--- config.mk ---
export PLATFORM = sky130hd
export DESIGN_NAME = bcc_core
export DESIGN_NICKNAME = d
export VERILOG_FILES = /design/src/core/bcc_core.v /design/src/core/bcc_sync.v
export VERILOG_INCLUDE_DIRS = /design/src /design/src/common
export SDC_FILE = /design/constraint.sdc
export NUM_CORES = 1
export LEC_CHECK = 0
export BUFFER_PORTS_ARGS = -buffer_cell sky130_fd_sc_hd__buf_2
export CORE_MARGIN = 3
export CORE_UTILIZATION = 60
export CTS_CLUSTER_DIAMETER = 200
export DETAILED_ROUTE_END_ITERATION = 7
export PLACE_DENSITY = 0.76
export SLEW_MARGIN = 10
export SYNTH_ARGS = -nofsm -noshare
export SYNTH_HDL_FRONTEND = slang
export SYNTH_SLANG_ARGS = --single-unit
--- constraint.sdc ---
create_clock -name pclk -period 18.3 [get_ports pclk]
set_input_delay 2.745 -clock pclk [delete_from_list [all_inputs] [get_ports pclk]]
set_output_delay 2.745 -clock pclk [all_outputs]
set_load 0.05 [all_outputs]
--- src/common/bcc_defs.vh ---
// constants for the battery charge capacity counter
`ifndef BCC_DEFS_VH
`define BCC_DEFS_VH

// apb register byte offsets
`define BCC_OFS_CTRL     8'h00
`define BCC_OFS_STATUS   8'h04
`define BCC_OFS_NAC      8'h08
`define BCC_OFS_LMD      8'h0C
`define BCC_OFS_DCR      8'h10
`define BCC_OFS_PFC      8'h14

// control field positions and reset value
`define BCC_CTRL_DISP_EN 0
`define BCC_CTRL_SD_EN   1
`define BCC_CTRL_RESET   2'h3

// three-level strap codes
`define BCC_LVL_H        2'h0
`define BCC_LVL_Z        2'h1
`define BCC_LVL_L        2'h2

// full-count choices, index = strap1 code * 3 + strap2 code
`define BCC_PFC_0        16'h6A00
`define BCC_PFC_1        16'h5E00
`define BCC_PFC_2        16'hA200
`define BCC_PFC_3        16'h8900
`define BCC_PFC_4        16'h7000
`define BCC_PFC_5        16'hAF00
`define BCC_PFC_6        16'h7800
`define BCC_PFC_7        16'h9600
`define BCC_PFC_8        16'h3200

// converter pulses per count times 100 (efficiency in hundredths)
`define BCC_DIV_320      19'h07D00
`define BCC_DIV_640      19'h0FA00
`define BCC_DIV_1280     19'h1F400
`define BCC_DIV_2560     19'h3E800
`define BCC_EFF_UNITY    7'h64

// temperature range codes
`define BCC_TEMP_0C      4'h4
`define BCC_TEMP_30C     4'h7
`define BCC_TEMP_50C     4'h9

// self-discharge base shift below 10 degrees, and ticks per day as a shift
`define BCC_SD_SHIFT_H   5'h08
`define BCC_SD_SHIFT_Z   5'h09
`define BCC_SD_SHIFT_L   5'h0B
`define BCC_SD_TICK_LOG  5'h08

// timing
`define BCC_CLK_HZ       10000000
`define BCC_DISP_HOLD_S  4
`define BCC_DSG_HOLD_S   10
`define BCC_RATE_WIN_S   1
`define BCC_DAY_S        86400
`define BCC_STRAP_WAIT   3'h4

`endif

--- src/core/bcc_core.v ---
// counting core of the battery gas gauge with apb register access
//
// The implementer's own choices: the placing of the registers and register access over APB.
`timescale 1ns/1ps
`default_nettype none
`include "bcc_defs.vh"

module bcc_core #(
    parameter [31:0] DISP_HOLD_CYC = `BCC_DISP_HOLD_S * `BCC_CLK_HZ,
    parameter [31:0] DSG_HOLD_CYC  = `BCC_DSG_HOLD_S * `BCC_CLK_HZ,
    parameter [31:0] RATE_WIN_CYC  = `BCC_RATE_WIN_S * `BCC_CLK_HZ,
    parameter [31:0] SD_TICK_CYC   = 32'hC92B_AE80
) (
    // clock and reset
    input  wire        pclk,
    input  wire        presetn,
    // apb slave
    input  wire        psel,
    input  wire        penable,
    input  wire        pwrite,
    input  wire [7:0]  paddr,
    input  wire [31:0] pwdata,
    output reg  [31:0] prdata,
    output reg         pready,
    output reg         pslverr,
    // strap pins read with pull-up and with pull-down
    input  wire [5:0]  strap_up,
    input  wire [5:0]  strap_dn,
    // pins
    input  wire        charge_done,
    input  wire        button,
    // sense front end, on pclk
    input  wire        chg_pulse,
    input  wire        dsg_pulse,
    input  wire        above_250uv,
    input  wire        below_n250uv,
    input  wire        above_500uv,
    input  wire        below_n2mv,
    input  wire        first_empty_threshold,
    input  wire [3:0]  temp_range,
    // outputs to front end and display
    output reg         display_on,
    output reg         overload_sel,
    output reg         abs_mode,
    output reg  [15:0] full_ref,
    output reg  [1:0]  offset_sel,
    output reg         offset_apply
);

wire [13:0] pins_s;
reg  [1:0]  ctrl_reg;
reg  [2:0]  wait_reg;
reg         init_reg;
reg  [1:0]  s1_reg, s2_reg, s3_reg, s4_reg, s5_reg;
reg  [15:0] nac_reg, lmd_reg, dcr_reg, sdt_reg, pfc_reg;
reg  [18:0] chg_acc_reg, dsg_acc_reg;
reg  [24:0] sd_acc_reg;
reg  [31:0] sd_tmr_reg, win_reg, btn_tmr_reg, dsg_tmr_reg;
reg  [1:0]  upd_reg, win_cnt_reg;
reg         valid_reg, fast_reg, since_full_reg, empty_seen_reg;
reg         temp_ok_reg, vdq_reg, empty_d_reg;
reg  [6:0]  eff;
reg  [18:0] thr, chg_sum, dsg_sum;
reg  [24:0] sd_thr;
reg  [4:0]  sd_k;
reg  [15:0] lmd_floor, lmd_new;
reg         chg_step, dsg_step, sd_step, valid_start, learn, qualify, full;
reg  [31:0] rd_next;
reg         err_next;

// three-level decode: both reads high is H, pull-up read high alone is Z, otherwise L
function [1:0] lvl;
    input up;
    input dn;
    begin
        lvl = (up & dn) ? `BCC_LVL_H : (up ? `BCC_LVL_Z : `BCC_LVL_L);
    end
endfunction

// full-count table
function [15:0] pfc_of;
    input [3:0] idx;
    begin
        case (idx)
            4'h0:    pfc_of = `BCC_PFC_0;
            4'h1:    pfc_of = `BCC_PFC_1;
            4'h2:    pfc_of = `BCC_PFC_2;
            4'h3:    pfc_of = `BCC_PFC_3;
            4'h4:    pfc_of = `BCC_PFC_4;
            4'h5:    pfc_of = `BCC_PFC_5;
            4'h6:    pfc_of = `BCC_PFC_6;
            4'h7:    pfc_of = `BCC_PFC_7;
            default: pfc_of = `BCC_PFC_8;
        endcase
    end
endfunction

// pulses per count, derived from the same strap pair
function [18:0] div_of;
    input [3:0] idx;
    begin
        case (idx)
            4'h0, 4'h1:       div_of = `BCC_DIV_320;
            4'h2, 4'h3, 4'h4: div_of = `BCC_DIV_640;
            4'h5, 4'h6:       div_of = `BCC_DIV_1280;
            default:          div_of = `BCC_DIV_2560;
        endcase
    end
endfunction

// strap, done and button pin synchronisation; only true pins pass the three stages
bcc_sync #(
    .W(14)
) u_sync (
    .pclk      (pclk),
    .presetn   (presetn),
    .pin_in    ({button, charge_done, strap_dn, strap_up}),
    .level_out (pins_s)
);

// combinational counting decisions
always @* begin
    // efficiency by table, band and rate
    case (s5_reg)
        `BCC_LVL_H: begin
            if (temp_range < `BCC_TEMP_30C)
                eff = fast_reg ? 7'h5F : 7'h50;
            else if (temp_range < `BCC_TEMP_50C)
                eff = fast_reg ? 7'h5A : 7'h4B;
            else
                eff = fast_reg ? 7'h55 : 7'h46;
        end
        `BCC_LVL_L: begin
            if (temp_range < `BCC_TEMP_30C)
                eff = fast_reg ? 7'h5F : 7'h55;
            else if (temp_range < `BCC_TEMP_50C)
                eff = fast_reg ? 7'h5A : 7'h50;
            else
                eff = fast_reg ? 7'h55 : 7'h4B;
        end
        default: eff = `BCC_EFF_UNITY;
    endcase
    thr      = div_of({2'h0, s1_reg} * 4'h3 + {2'h0, s2_reg});
    chg_sum  = chg_acc_reg + {12'h0, eff};
    dsg_sum  = dsg_acc_reg + {12'h0, `BCC_EFF_UNITY};
    chg_step = init_reg & chg_pulse & above_250uv & (chg_sum >= thr);
    dsg_step = init_reg & dsg_pulse & below_n250uv & (dsg_sum >= thr);
    // self-discharge shift shrinks one per 10 degree step above code 4, by seven at most
    case (s3_reg)
        `BCC_LVL_H: sd_k = `BCC_SD_SHIFT_H;
        `BCC_LVL_Z: sd_k = `BCC_SD_SHIFT_Z;
        default:    sd_k = `BCC_SD_SHIFT_L;
    endcase
    if (temp_range > `BCC_TEMP_0C)
        sd_k = sd_k - ((temp_range > 4'hB) ? 5'h07 : {1'b0, temp_range - `BCC_TEMP_0C});
    sd_thr  = 25'h1 << (sd_k + `BCC_SD_TICK_LOG);
    sd_step = init_reg & ctrl_reg[`BCC_CTRL_SD_EN] & (sd_acc_reg >= sd_thr);
    full    = (nac_reg == lmd_reg);
    valid_start = chg_step & (upd_reg == 2'h2) & ~valid_reg;
    learn   = valid_start & empty_seen_reg;
    // self-discharge share kept under 6 percent of capacity
    qualify = ~since_full_reg & temp_ok_reg & vdq_reg &
              ({7'h0, sdt_reg} * 23'h64 < {7'h0, lmd_reg} * 23'h06);
    lmd_floor = lmd_reg - {2'h0, lmd_reg[15:2]};
    lmd_new   = (dcr_reg > lmd_floor) ? dcr_reg : lmd_floor;
end

// strap capture once the synchroniser has filled, then frozen
always @(posedge pclk or negedge presetn) begin
    if (!presetn) begin
        wait_reg <= 3'h0;
        init_reg <= 1'b0;
        s1_reg   <= `BCC_LVL_H;
        s2_reg   <= `BCC_LVL_H;
        s3_reg   <= `BCC_LVL_H;
        s4_reg   <= `BCC_LVL_H;
        s5_reg   <= `BCC_LVL_H;
        offset_sel <= `BCC_LVL_H;
        pfc_reg  <= 16'h0;
    end else if (wait_reg != `BCC_STRAP_WAIT + 3'h2) begin
        wait_reg <= wait_reg + 3'h1;
        if (wait_reg == `BCC_STRAP_WAIT) begin
            init_reg   <= 1'b1;
            s1_reg     <= lvl(pins_s[0], pins_s[6]);
            s2_reg     <= lvl(pins_s[1], pins_s[7]);
            s3_reg     <= lvl(pins_s[2], pins_s[8]);
            s4_reg     <= lvl(pins_s[3], pins_s[9]);
            s5_reg     <= lvl(pins_s[4], pins_s[10]);
            offset_sel <= lvl(pins_s[5], pins_s[11]);
            pfc_reg    <= pfc_of({2'h0, lvl(pins_s[0], pins_s[6])} * 4'h3
                                 + {2'h0, lvl(pins_s[1], pins_s[7])});
        end
    end
end

// capacity, tally and learning state
always @(posedge pclk or negedge presetn) begin
    if (!presetn) begin
        nac_reg <= 16'h0;
        lmd_reg <= 16'h0;
        dcr_reg <= 16'h0;
        sdt_reg <= 16'h0;
        chg_acc_reg <= 19'h0;
        dsg_acc_reg <= 19'h0;
        upd_reg <= 2'h0;
        valid_reg <= 1'b0;
        since_full_reg <= 1'b0;
        empty_seen_reg <= 1'b0;
        empty_d_reg <= 1'b0;
        temp_ok_reg <= 1'b0;
        vdq_reg <= 1'b0;
    end else if (init_reg && wait_reg == `BCC_STRAP_WAIT + 3'h1) begin
        // first cycle after capture
        lmd_reg  <= pfc_reg;
        nac_reg  <= 16'h0;
    end else if (init_reg) begin
        if (chg_pulse & above_250uv)
            chg_acc_reg <= chg_step ? chg_sum - thr : chg_sum;
        if (dsg_pulse & below_n250uv)
            dsg_acc_reg <= dsg_step ? dsg_sum - thr : dsg_sum;
        // valid-charge tracking lasts while activity stays above 250uV
        if (!above_250uv) begin
            upd_reg   <= 2'h0;
            valid_reg <= 1'b0;
        end else if (chg_step && upd_reg != 2'h3) begin
            upd_reg <= upd_reg + 2'h1;
            if (upd_reg == 2'h2)
                valid_reg <= 1'b1;
        end
        // available count, one change per cycle, done takes priority
        if (pins_s[12])
            nac_reg <= lmd_reg;
        else if (learn)
            nac_reg <= 16'h0;
        else if (chg_step && nac_reg < lmd_reg)
            nac_reg <= nac_reg + 16'h1;
        else if ((dsg_step || sd_step) && nac_reg != 16'h0)
            nac_reg <= nac_reg - 16'h1;
        if (learn && qualify)
            lmd_reg <= lmd_new;
        // tally and self-discharge share; a step taken at full still counts
        if ((dsg_step || (sd_step && nac_reg != 16'h0)) && dcr_reg != 16'hFFFF)
            dcr_reg <= dcr_reg + 16'h1;
        else if (full)
            dcr_reg <= 16'h0;
        if (sd_step && nac_reg != 16'h0 && sdt_reg != 16'hFFFF)
            sdt_reg <= sdt_reg + 16'h1;
        else if (full)
            sdt_reg <= 16'h0;
        // charge between full and empty spoils the next learning
        if (full)
            since_full_reg <= 1'b0;
        else if (valid_start && !empty_seen_reg)
            since_full_reg <= 1'b1;
        // empty point and its temperature caught on the rising edge
        empty_d_reg <= first_empty_threshold;
        if (valid_start)
            empty_seen_reg <= 1'b0;
        else if (first_empty_threshold && !empty_d_reg && !empty_seen_reg) begin
            empty_seen_reg <= 1'b1;
            temp_ok_reg    <= (temp_range >= `BCC_TEMP_0C);
        end
        // done setting wins over the clear at learning
        if (pins_s[12])
            vdq_reg <= 1'b1;
        else if (learn)
            vdq_reg <= 1'b0;
    end
end

// self-discharge: each tick adds the count unless a step is taken in that cycle, a step per shifted fraction
always @(posedge pclk or negedge presetn) begin
    if (!presetn) begin
        sd_tmr_reg <= 32'h0;
        sd_acc_reg <= 25'h0;
    end else if (init_reg && ctrl_reg[`BCC_CTRL_SD_EN]) begin
        sd_tmr_reg <= (sd_tmr_reg >= SD_TICK_CYC - 32'h1) ? 32'h0 : sd_tmr_reg + 32'h1;
        if (sd_step)
            sd_acc_reg <= sd_acc_reg - sd_thr;
        else if (sd_tmr_reg == 32'h0)
            sd_acc_reg <= sd_acc_reg + {9'h0, nac_reg};
    end
end

// fast charge means two or more counts in the last one-second window
always @(posedge pclk or negedge presetn) begin
    if (!presetn) begin
        win_reg     <= 32'h0;
        win_cnt_reg <= 2'h0;
        fast_reg    <= 1'b0;
    end else if (win_reg >= RATE_WIN_CYC - 32'h1) begin
        win_reg     <= 32'h0;
        fast_reg    <= (win_cnt_reg == 2'h2);
        win_cnt_reg <= 2'h0;
    end else begin
        win_reg <= win_reg + 32'h1;
        if (chg_step && win_cnt_reg != 2'h2)
            win_cnt_reg <= win_cnt_reg + 2'h1;
    end
end

// display timers and front-end steering outputs
always @(posedge pclk or negedge presetn) begin
    if (!presetn) begin
        btn_tmr_reg  <= 32'h0;
        dsg_tmr_reg  <= 32'h0;
        display_on   <= 1'b0;
        overload_sel <= 1'b0;
        abs_mode     <= 1'b0;
        full_ref     <= 16'h0;
        offset_apply <= 1'b0;
    end else begin
        if (pins_s[13])
            btn_tmr_reg <= DISP_HOLD_CYC;
        else if (btn_tmr_reg != 32'h0)
            btn_tmr_reg <= btn_tmr_reg - 32'h1;
        if (below_n2mv)
            dsg_tmr_reg <= DSG_HOLD_CYC;
        else if (dsg_tmr_reg != 32'h0)
            dsg_tmr_reg <= dsg_tmr_reg - 32'h1;
        display_on <= ctrl_reg[`BCC_CTRL_DISP_EN] & init_reg &
                      (pins_s[13] | btn_tmr_reg != 32'h0 | above_500uv |
                       below_n2mv | dsg_tmr_reg != 32'h0);
        overload_sel <= (s4_reg != `BCC_LVL_L);
        abs_mode     <= (s4_reg == `BCC_LVL_L);
        full_ref     <= (s4_reg == `BCC_LVL_L) ? pfc_reg : lmd_reg;
        offset_apply <= init_reg & (above_250uv | below_n250uv);
    end
end

// apb read mux, answered in the access phase with no wait
always @* begin
    rd_next  = 32'h0;
    err_next = 1'b0;
    case (paddr)
        `BCC_OFS_CTRL:   rd_next = {30'h0, ctrl_reg};
        `BCC_OFS_STATUS: rd_next = {14'h0, offset_sel, s5_reg, s4_reg, s3_reg,
                                    s2_reg, s1_reg, fast_reg, valid_reg, since_full_reg,
                                    empty_seen_reg, vdq_reg, init_reg};
        `BCC_OFS_NAC:    rd_next = {16'h0, nac_reg};
        `BCC_OFS_LMD:    rd_next = {16'h0, lmd_reg};
        `BCC_OFS_DCR:    rd_next = {16'h0, dcr_reg};
        `BCC_OFS_PFC:    rd_next = {16'h0, pfc_reg};
        default:         err_next = 1'b1;
    endcase
end

// apb slave; data and error are prepared in the setup cycle
always @(posedge pclk or negedge presetn) begin
    if (!presetn) begin
        ctrl_reg <= `BCC_CTRL_RESET;
        prdata   <= 32'h0;
        pready   <= 1'b0;
        pslverr  <= 1'b0;
    end else begin
        pready <= 1'b1;
        if (psel && !penable) begin
            prdata  <= pwrite ? 32'h0 : rd_next;
            pslverr <= err_next;
        end
        if (psel && penable && pwrite && paddr == `BCC_OFS_CTRL)
            ctrl_reg <= pwdata[1:0];
    end
end

endmodule
`default_nettype wire

--- src/core/bcc_sync.v ---
// three-stage pin synchroniser with second/third stage agreement
`timescale 1ns/1ps
`default_nettype none

module bcc_sync #(
    parameter W = 1
) (
    // clock and reset
    input  wire         pclk,
    input  wire         presetn,
    // pins and clean levels
    input  wire [W-1:0] pin_in,
    output reg  [W-1:0] level_out
);

reg [W-1:0] s1_reg;
reg [W-1:0] s2_reg;
reg [W-1:0] s3_reg;
integer i;

// first stage is read only by the second; a bit changes once stages agree
always @(posedge pclk or negedge presetn) begin
    if (!presetn) begin
        s1_reg    <= {W{1'b0}};
        s2_reg    <= {W{1'b0}};
        s3_reg    <= {W{1'b0}};
        level_out <= {W{1'b0}};
    end else begin
        s1_reg <= pin_in;
        s2_reg <= s1_reg;
        s3_reg <= s2_reg;
        for (i = 0; i < W; i = i + 1) begin
            if (s2_reg[i] == s3_reg[i]) begin
                level_out[i] <= s3_reg[i];
            end
        end
    end
end

endmodule
`default_nettype wire

# After elaboration in Yosys (flattened, before gate mapping)
# Memories as Yosys holds them, arrays and structs flattened.
# Cells that the tools add are included.
# word_totals
mem_count,1
out_inout_bits,56
elab_cells,301
reg_bits,410
rom_bits,64
input_bits,70
# mem_list
memory,depth,width,rd,rd_ports_with_merged_regs,wr,line_no,rtl
(name not given),8,8,1,0,0,bcc_core.v:84,case (idx)
# op_classes
magnitude_cmp,13
n_mux,68
n_reduce_logical,61
shifts,1
n_eq_ne,41
n_addsub,23
n_mul,4
bitwise_logic,34
# op_table
operator,n
two-way mux 16 bit,15
two-way mux 32 bit,7
case mux 18 bit (6 select lines),1
"adder 32 x 1 -> 32 bit, second input constant",2
nonzero test 32 bit,2
"subtractor 32 x 1 -> 32 bit, second input constant",2
case mux 18 bit (3 select lines),1
two-way mux 25 bit,2
"adder 16 x 1 -> 16 bit, second input constant",3
>= comparator 19 bit,2
two-way mux 19 bit,2
subtractor 19 bit,2
two-way mux 5 bit,7
">= comparator 32 x 24 -> 1 bit, second input constant",1
">= comparator 32 bit, second input constant",1
logical NOT 32 bit,1
two-way mux 2 bit,16
"!= test 16 bit, second input constant",2
adder 25 x 16 -> 25 bit,1
bitwise AND 1 bit,25
>= comparator 25 bit,1
"<< shifter 1 x 5 -> 25 bit, first input constant",1
subtractor 25 bit,1
AND reduction 3 bit,8
56 further kinds,139

# Longest topological paths before layout
# Gate-level depths: netlist of run 1.
# depth
ltp_word,16
mapped_depth,37
depth_no_buf,34

# Cells and area by module
# Synthesis of run 1 repeated with hierarchy kept, for this count alone.
# unflattened
cells_unflattened,2847
hier_area_um2,26096.3
# modules_own_cells
mod,instances,seq_area_each_um2,cells_per_inst,area_per_inst_um2
bcc_core,1,8260.4,2777,24537.3
bcc_sync,1,1401.3,70,1559.0

# Worst setup path after synthesis of run 1
# Ideal clock, no wire load.
# synth_timing
path_type,input to register
from,input port temp_range[2]
to,register nac_reg[15]
slack_ns,8.103
n_path_buf,2
path_stages,33
setup_ns,0.130
required_ns,18.170
arrival_ns,10.067
path_cell_list,clkbuf_1 > o31ai_1 > inv_1 > ha_1 > nor2_1 > o21ba_2 > a311oi_1 > ha_1 > fa_1 > a211oi_1 > o21ai_1 > and2_1 > nand3_1 > xnor2_1 > ha_1 > nand4b_1 > or4_1 > a2111oi_1 > a311o_1 > nand2_1 > or3_1 > clkbuf_1 > ha_1 > o21ai_0 > o21a_1 > o41ai_1 > nor3_1 > nor2_1 > a41oi_1 > a21oi_1 > xor2_1 > mux2i_1 > o21ai_0
# synth_via
elab_chain_len,14
elab_cells_between_ends,33
cone_classes,4 x add/sub; 6 x order compare; 1 x shift; 12 x mux; 5 x bitwise; 5 x reduce/logical
# synth_lines
item,line_no,rtl
from (decl),bcc_core.v:40,"input wire [3:0] temp_range,"
less-than comparator 4 bit (no line),-,
"two-way mux 5 bit, on equally long branches","bcc_core.v:136, bcc_core.v:128",
two-way mux 5 bit or two-way mux 7 bit (tied branches),"bcc_core.v:134, bcc_core.v:126",
case mux 7 bit (2 select lines),bcc_core.v:124,case (s5_reg)
adder 19 x 7 -> 19 bit,bcc_core.v:144,"chg_sum = chg_acc_reg + {12'h0, eff};"
>= comparator 19 bit,bcc_core.v:146,chg_step = init_reg & chg_pulse & above_250uv & (chg_sum >= thr);
bitwise AND 1 bit,bcc_core.v:146,
bitwise AND 1 bit (2 in a row),bcc_core.v:159,valid_start = chg_step & (upd_reg == 2'h2) & ~valid_reg;
bitwise AND 1 bit,bcc_core.v:160,learn = valid_start & empty_seen_reg;
two-way mux 16 bit,bcc_core.v:233,else if (learn)
two-way mux 16 bit,bcc_core.v:231,if (pins_s[12])
two-way mux 16 bit,bcc_core.v:216,end else if (init_reg) begin
two-way mux 16 bit,bcc_core.v:212,end else if (init_reg && wait_reg == `BCC_STRAP_WAIT + 3'h1) begin
to (signal assigned),bcc_core.v:232,nac_reg <= lmd_reg;
to (signal assigned),bcc_core.v:236,nac_reg <= nac_reg + 16'h1;
to (signal assigned),bcc_core.v:238,nac_reg <= nac_reg - 16'h1;
to (decl),bcc_core.v:55,"reg [15:0] nac_reg, lmd_reg, dcr_reg, sdt_reg, pfc_reg;"
# Several ways; a longest one is shown, not always the timed one. The select of a mux whose other input is x is not followed.
# A chain may end at the register's enable or synchronous reset.

# Final worst setup path of run 1
# layout_timing
from,input port temp_range[2]
to,register nac_reg[14]
# Same word-level chain as after synthesis.

==> results.cfg, run 1 <==
[setup_path]
cp-end-kind = flop
reg2reg_slack_ps = 9600
crit_type = input pin to flop
r2r_cells = 30
cp.required_ps = 18780
slowest_delay_ps = 740
critical_path.slowest_cell = or3_1
cpMostUsedCell = ha_1
path_buf_inv = 2
critPathTopFamily = compound AO/OA/AOI/OAI gates
critPathLaunchType = input pin
r2r_start = fast_reg
crit_start = temp_range[2]
arrival_ps = 11540
r2r-end = nac_reg[14]
crit_fanout = 21
worstSetupPathDepth = 32

[synthesis]
yosysTopAreaCell = dfrtp_1
netlist_area_um2 = 26200
synth-edff-count = 0
ys_ff_latch = 386
syn_area_per_cell_um2 = 9.06
synthArstFlopShare = 1.00
synth_top_area_share = 0.367
yosys_warnings = 0
ys_seq_area_frac = 0.369
yosysUniqueCellTypes = 96
postSynthCellCount = 2892
synthFlopType = dfrtp_1
ys_top_cells_by_area = dfrtp_1 (37%), ha_1 (11%), xnor2_1 (5.3%)

[clock_tree]
cts_sinks = 386
post_cts_buffers = 0
cts_tree = done
clk_latency_ps = 600
htree_levels = 2
cts-root-buf = clkbuf_16
path_clk_slew_ps = 60
cts_resized = 0
numCtsBuffers = 44
postCtsHoldBufs = 0
clock_path_buffers = 3

[drt]
antenna_left = 0
wl_per_cell_um = 18.2
wl_mm = 65.1
drc_errors = 0
first_pass_iters = 6
via_per_inst = 6.05
first_iter_violations = 1660
routed-via-count = 21700

[final_layout]
final_cell_mix = dfrtp_1 (384), nor2_1 (293), nand2_1 (274), ha_1 (237), o21ai_0 (179)
nets = 3299
utilization = 0.676
area_growth_pct = 9.68
multiInputGateArea_um2 = 15600
final_common_cell = dfrtp_1
drive_gt1_frac = 0.0815
fillCellCount = 3391
regArea_um2 = 9660

[floorplanning]
initial_core_util = 0.617
io_pins = 126
die-height_um = 215
fp.coreArea_um2 = 42500
die_area_um2 = 46200
die_x_um = 215
fp-row-count = 75

[power]
ir_drop_mv = 0.127
p_leak_nw = 12.9
p_per_area_nw_per_um2 = 147
fin_total_pwr_w = 0.00423

[timing]
finalMaxSlewViolations = 0
worst_pin_slew_ps = 1130
fin_crit_ps = 11070
fin_skew_ps = 34.4
setup_tns_ps = 0
slew_headroom = 0.246
hold_viol_final = 0
fmax_mhz = 90.3
hold_ws_ps = 348
fin_crit_sh = 0.605
rsz0062_at_grt = no
setup_viol = 0

[status]
status = complete, no violations

[worst_hold_path]
min_to = u_sync.s2_reg[1]
min_path_cells = 0
hp-class = flop to flop
hold_path_startpoint = u_sync.s1_reg[1]

[placement]
gp_congestion = 0.951
port_buffers = 81
dp_hpwl_mm = 47.8

[grt]
grt_util_all_layers = 0.279
antenna_found_initial = 1
grt_pass1_vias = 21200
grt_max_degree = 175
overflow = 0
grt_pass1_wl_mm = 107

[job]
cap_violations = 0
[routing by layer]
layer,part of all wire,GRT usage
met1,0.42,0.370
met2,0.46,0.455
met3,0.071,0.0487
met4,0.043,0.118
met5,0,0
[final cells by class]
class | instances | area share
Clock buffer | 55 | 0.0422
Tap cell | 577 | 0.0251
Inverter | 170 | 0.0222
Clock inverter | 26 | 0.0124
Antenna cell | 1 | 0.0000871
Timing Repair Buffer | 95 | 0.0185
Sequential cell | 386 | 0.336
Multi-Input combinational cell | 2273 | 0.543
[cells in the mapped netlist, types with 45 or more instances]
library cell  count
dfrtp_1         384
nor2_1          293
nand2_1         274
ha_1            237
o21ai_0         179
inv_1           168
xnor2_1         160
a21oi_1         143
xor2_1           99
nand3_1          80
clkbuf_1         74
nor3_1           74
mux2i_1          54
a21o_1           45
[power by group]
part	switching [W]	internal [W]	total, W
clock network	0.000383	0.000562	0.000945
registers	0.000176	0.000981	0.00116
logic	0.00122	0.000907	0.00213
total	0.00178	0.00245	0.00423
[how the worst max path moves through the flow]
stage | endpoint | slack, ps
after global placement | nac_reg[15] | 7150
after floorplan | nac_reg[15] | 8100
final | nac_reg[14] | 7230
after global routing | nac_reg[14] | 6670
after CTS | nac_reg[14] | 7420
after detailed placement | nac_reg[14] | 6850
[logic make-up (layout without fill, tap and decap cells)]
| kind of cell | after synthesis | after routing | share of synthesized area |
|---|---|---|---|
| other cells | 2 | 34 | 0.000287 |
| simple gates | 1016 | 1016 | 0.186 |
| buf+inv | 264 | 346 | 0.0403 |
| compound gates | 613 | 613 | 0.151 |
| flops | 386 | 386 | 0.369 |
| xor+xnor | 260 | 260 | 0.0872 |
| fa+ha+maj | 273 | 273 | 0.135 |
| mux | 78 | 78 | 0.0309 |
[worst register-to-register path, delay by kind of cell, from the launching register on]
family                     cells  cell delay (ps)
AOI/OAI and AO/OA             13             3580
xor gates and xnor gates       2              180
adders and majority gates      5             1870
buffers and inverters          1              160
DFF                            1              510
and+or+nand+nor                9             2270
[metrics by stage]
stage / area [um^2] / std cells / setup slack, ps
global placement: 27200 / 3501 / 7150
CTS: 28700 / 3582 / 7420
floorplan: 26300 / 2923 / 8100
global route: 28700 / 3583 / 6670
detailed placement: 27200 / 3501 / 6850
finish: 28700 / 3583 / 7230
No activity file was read; power rests on OpenSTA's default activity.
==> run 2, diff against run 1 <==
==> constraint.sdc (replaced) <==
create_clock -name pclk -period 11.05 [get_ports pclk]
set_input_delay 1.6575 -clock pclk [delete_from_list [all_inputs] [get_ports pclk]]
set_output_delay 1.6575 -clock pclk [all_outputs]
set_load 0.05 [all_outputs]
==> run 2 against run 1 <==
Net effect: sequential share of layout area up 0.12 points; design area down 0.35%; clock power up 58%; combinational power up 67%; worst setup slack worse by 6000 ps; core utilization down 0.24 points; largest power group unchanged.
==> results.cfg, run 2 (synthesis results as in run 1) <==
[status]
status = complete, no violations

[drt]
first_iter_violations = 1680
wl_per_cell_um = 18.6
drc_errors = 0
wl_mm = 66.6
first_pass_iters = 7
routed-via-count = 21700
antenna_left = 0
via_per_inst = 6.07

[clock_tree]
htree_levels = 2
clock_path_buffers = 3
postCtsHoldBufs = 0
cts_tree = done
cts_resized = 0
cts-root-buf = clkbuf_16
post_cts_buffers = 0
cts_sinks = 386
clk_latency_ps = 610
numCtsBuffers = 44
path_clk_slew_ps = 60

[final_layout]
drive_gt1_frac = 0.0799
final_cell_mix = dfrtp_1 (384), nor2_1 (293), nand2_1 (274), ha_1 (237), o21ai_0 (179)
final_common_cell = dfrtp_1
area_growth_pct = 9.29
nets = 3301
utilization = 0.674

[placement]
gp_congestion = 0.969
port_buffers = 81
dp_hpwl_mm = 49.2

[worst_hold_path]
min_to = u_sync.s2_reg[6]
hp-class = flop to flop
hold_path_startpoint = u_sync.s1_reg[6]
min_path_cells = 0

[setup_path]
r2r-end = nac_reg[14]
cp.required_ps = 11500
reg2reg_slack_ps = 2490
critical_path.slowest_cell = o31ai_1
cpMostUsedCell = ha_1
r2r_start = fast_reg
crit_start = temp_range[2]
path_buf_inv = 3
critPathTopFamily = compound AO/OA/AOI/OAI gates
cp-end-kind = flop
critPathLaunchType = input pin
slowest_delay_ps = 670
arrival_ps = 10300
r2r_cells = 30
crit_type = input pin to flop
crit_fanout = 15

[floorplanning]
fp-row-count = 75
io_pins = 126
initial_core_util = 0.617
fp.coreArea_um2 = 42500
die_area_um2 = 46200
die_x_um = 215
die-height_um = 215

[power]
ir_drop_mv = 0.175
p_leak_nw = 12.9
fin_total_pwr_w = 0.00698
p_per_area_nw_per_um2 = 244

[job]
cap_violations = 0

[timing]
fmax_mhz = 101
rsz0062_at_grt = no
fin_skew_ps = 33.1
slew_headroom = 0.256
setup_viol = 0
finalMaxSlewViolations = 0
fin_crit_ps = 9850
setup_tns_ps = 0
hold_ws_ps = 345
hold_viol_final = 0
worst_pin_slew_ps = 1110
fin_crit_sh = 0.892

[grt]
grt_util_all_layers = 0.288
overflow = 0
grt_pass1_vias = 21600
grt_max_degree = 90
grt_pass1_wl_mm = 110
antenna_found_initial = 3
run 2: changes by cell type in the layout (fill, tap and decap cells not counted):
cell	before	now
buf_12	1	0
bufinv_16	6	3
buf_4	13	16
clkbuf_1	4	8
clkinvlp_4	6	2
clkbuf_8	7	8
inv_8	1	0
run 2: per-layer routing:
layer / track usage / vias to the layer above / share of wire
li1: - / 10300 / -
met1: 0.381 / 10500 / 0.43
met2: 0.478 / 707 / 0.47
met3: 0.0408 / 149 / 0.060
met4: 0.119 / 2 / 0.039
met5: 0 / - / 0.00021
run 2: layout make-up:
type | count | area (um^2)
Tap cell | 577 | 722
Timing Repair Buffer | 97 | 536
Clock buffer | 60 | 1240
Clock inverter | 18 | 225
Multi-Input combinational cell | 2273 | 15600
Sequential cell | 386 | 9660
Inverter | 170 | 638
Fill cell | 3381 | 13900
Antenna cell | 1 | 2.50
run 2: how the worst max path moves through the flow:
stage,to,cells after the start,slack (ps)
after detailed placement,nac_reg[14],32,860
final,nac_reg[14],32,1200
after global routing,nac_reg[15],32,720
after CTS,nac_reg[14],32,1410
after global placement,nac_reg[14],32,1190
after floorplan,nac_reg[15],33,1940
run 2: through the flow:
stage	instances	area, um^2	setup slack [ps]
floorplan	2923	26300	1940
global placement	3503	27200	1190
detailed placement	3503	27200	857
CTS	3581	28600	1410
global route	3582	28600	725
finish	3582	28600	1200
run 2: report_power, final:
group | total, W | leakage (nW) | internal, W | switching (W)
sequential | 0.00192 | 4.79 | 0.00162 | 0.000297
combinational | 0.00356 | 7.40 | 0.00151 | 0.00205
clock | 0.00149 | 0.719 | 0.000864 | 0.000630
total | 0.00698 | 12.9 | 0.00400 | 0.00298
==> run 3, diff against run 2 <==
--- a/config.mk
+++ b/config.mk
@@ -12,7 +12,7 @@
 export CTS_CLUSTER_DIAMETER = 200
 export DETAILED_ROUTE_END_ITERATION = 7
 export PLACE_DENSITY = 0.76
-export SLEW_MARGIN = 10
+export SLEW_MARGIN = 5
 export SYNTH_ARGS = -nofsm -noshare
 export SYNTH_HDL_FRONTEND = slang
 export SYNTH_SLANG_ARGS = --single-unit
==> constraint.sdc (replaced) <==
create_clock -name pclk -period 10.5 [get_ports pclk]
set_input_delay 1.575 -clock pclk [delete_from_list [all_inputs] [get_ports pclk]]
set_output_delay 1.575 -clock pclk [all_outputs]
set_load 0.05 [all_outputs]
==> run 3 against run 2 <==
Net effect: clock skew is 6.3 ps lower; worst setup slack worse by 400 ps; sequential share of layout area decreased by 0.20 points; global-route usage decreased by 0.30 points; design area is 0.59% higher; first-iteration DRC count down 4.8%; critical path depth unchanged; largest cell class unchanged; largest power group unchanged.
==> results.cfg, run 3 (synthesis results as in run 1) <==
[status]
status = complete, no violations

[final_layout]
nets = 3301
fillCellCount = 3385
final_cells = 3588
final_common_cell = dfrtp_1
multiInputGateArea_um2 = 15600
final_cell_mix = dfrtp_1 (384), nor2_1 (293), nand2_1 (274), ha_1 (237), o21ai_0 (179)
fin_area_um2 = 28800
area_growth_pct = 9.94
regArea_um2 = 9660
drive_gt1_frac = 0.0828

[job]
cap_violations = 0

[power]
p_leak_nw = 13.0
fin_total_pwr_w = 0.00744
p_per_area_nw_per_um2 = 258
ir_drop_mv = 0.180

[timing]
worst_pin_slew_ps = 1120
hold_viol_final = 0
fmax_mhz = 103
slew_headroom = 0.252
fin_crit_sh = 0.924
setup_viol = 0
hold_ws_ps = 348
rsz0062_at_grt = no
fin_crit_ps = 9700
setup_tns_ps = 0
finalMaxSlewViolations = 0
fin_skew_ps = 26.8

[clock_tree]
cts_tree = done
htree_levels = 2
numCtsBuffers = 44
cts_sinks = 386
cts-root-buf = clkbuf_16
cts_resized = 0
path_clk_slew_ps = 60
clock_path_buffers = 3
clk_latency_ps = 600
post_cts_buffers = 0
postCtsHoldBufs = 0

[worst_hold_path]
hold_path_startpoint = u_sync.s1_reg[4]
min_path_cells = 0
hp-class = flop to flop
min_to = u_sync.s2_reg[4]

[floorplanning]
io_pins = 126
fp.coreArea_um2 = 42500
die_area_um2 = 46200
fp-row-count = 75
initial_core_util = 0.617
die_x_um = 215
die-height_um = 215

[setup_path]
r2r_start = fast_reg
critical_path.slowest_cell = o31ai_1
crit_fanout = 10
cp-end-kind = flop
cpMostUsedCell = ha_1
crit_type = input pin to flop
cp.required_ps = 10960
critPathLaunchType = input pin
arrival_ps = 10170
r2r-end = nac_reg[15]
reg2reg_slack_ps = 1980
r2r_cells = 30
slowest_delay_ps = 640
path_buf_inv = 2
critPathTopFamily = compound AO/OA/AOI/OAI gates

[grt]
antenna_found_initial = 3
grt_util_all_layers = 0.285
overflow = 0
grt_max_degree = 105
grt_pass1_vias = 21300
grt_pass1_wl_mm = 109

[drt]
antenna_left = 0
first_iter_violations = 1600
routed-via-count = 21800
first_pass_iters = 7
via_per_inst = 6.08
wl_mm = 66.0
drc_errors = 0
wl_per_cell_um = 18.4

[placement]
dp_hpwl_mm = 49.3
placedInstanceArea_um2 = 27200
place_inst = 3503
gp_congestion = 0.977
port_buffers = 81
[run 3: changes by cell type in the layout (fill, tap and decap cells not counted), sizes merged]
cell / delta
bufinv: +5
clkbuf: -5
clkinv: +4
clkinvlp: +1
diode: +2
inv: -1
[run 3: cell type report]
type,count,share of cell area
multi-input cells,2273,0.542
clock buffers,55,0.0424
inverters,170,0.0221
flip-flops and latches,386,0.335
well taps,577,0.0251
repair buffers,97,0.0186
diodes,3,0.000261
clock inverters,27,0.0142
[run 3: metal layers]
metal,share of wire,vias to the layer above,routed length [um],global-route usage
li1,-,10300,-,-
met1,0.43,10600,28100,0.375
met2,0.47,732,30700,0.466
met3,0.066,169,4370,0.0469
met4,0.044,0,2870,0.126
met5,0,-,0,0
[run 3: worst max path at each step]
stage	to	from	cells after the start
global route	nac_reg[14]	temp_range[2]	32
floorplan	nac_reg[15]	temp_range[2]	33
CTS	nac_reg[15]	temp_range[2]	32
detailed placement	nac_reg[15]	temp_range[2]	32
global placement	nac_reg[15]	temp_range[2]	32
finish	nac_reg[15]	temp_range[2]	32
[run 3: power by group]
part / total (W) / internal (W) / switching [W] / leakage (nW)
Sequential: 0.00202 / 0.00171 / 0.000310 / 4.79
Combinational: 0.00372 / 0.00159 / 0.00213 / 7.40
Clock: 0.00170 / 0.00103 / 0.000663 / 0.798
[run 3: stage by stage]
step	utilization	setup slack, ps
global route	0.678	170
CTS	0.678	1010
floorplan	-	1470
global placement	0.639	658
detailed placement	0.639	428
finish	0.678	799
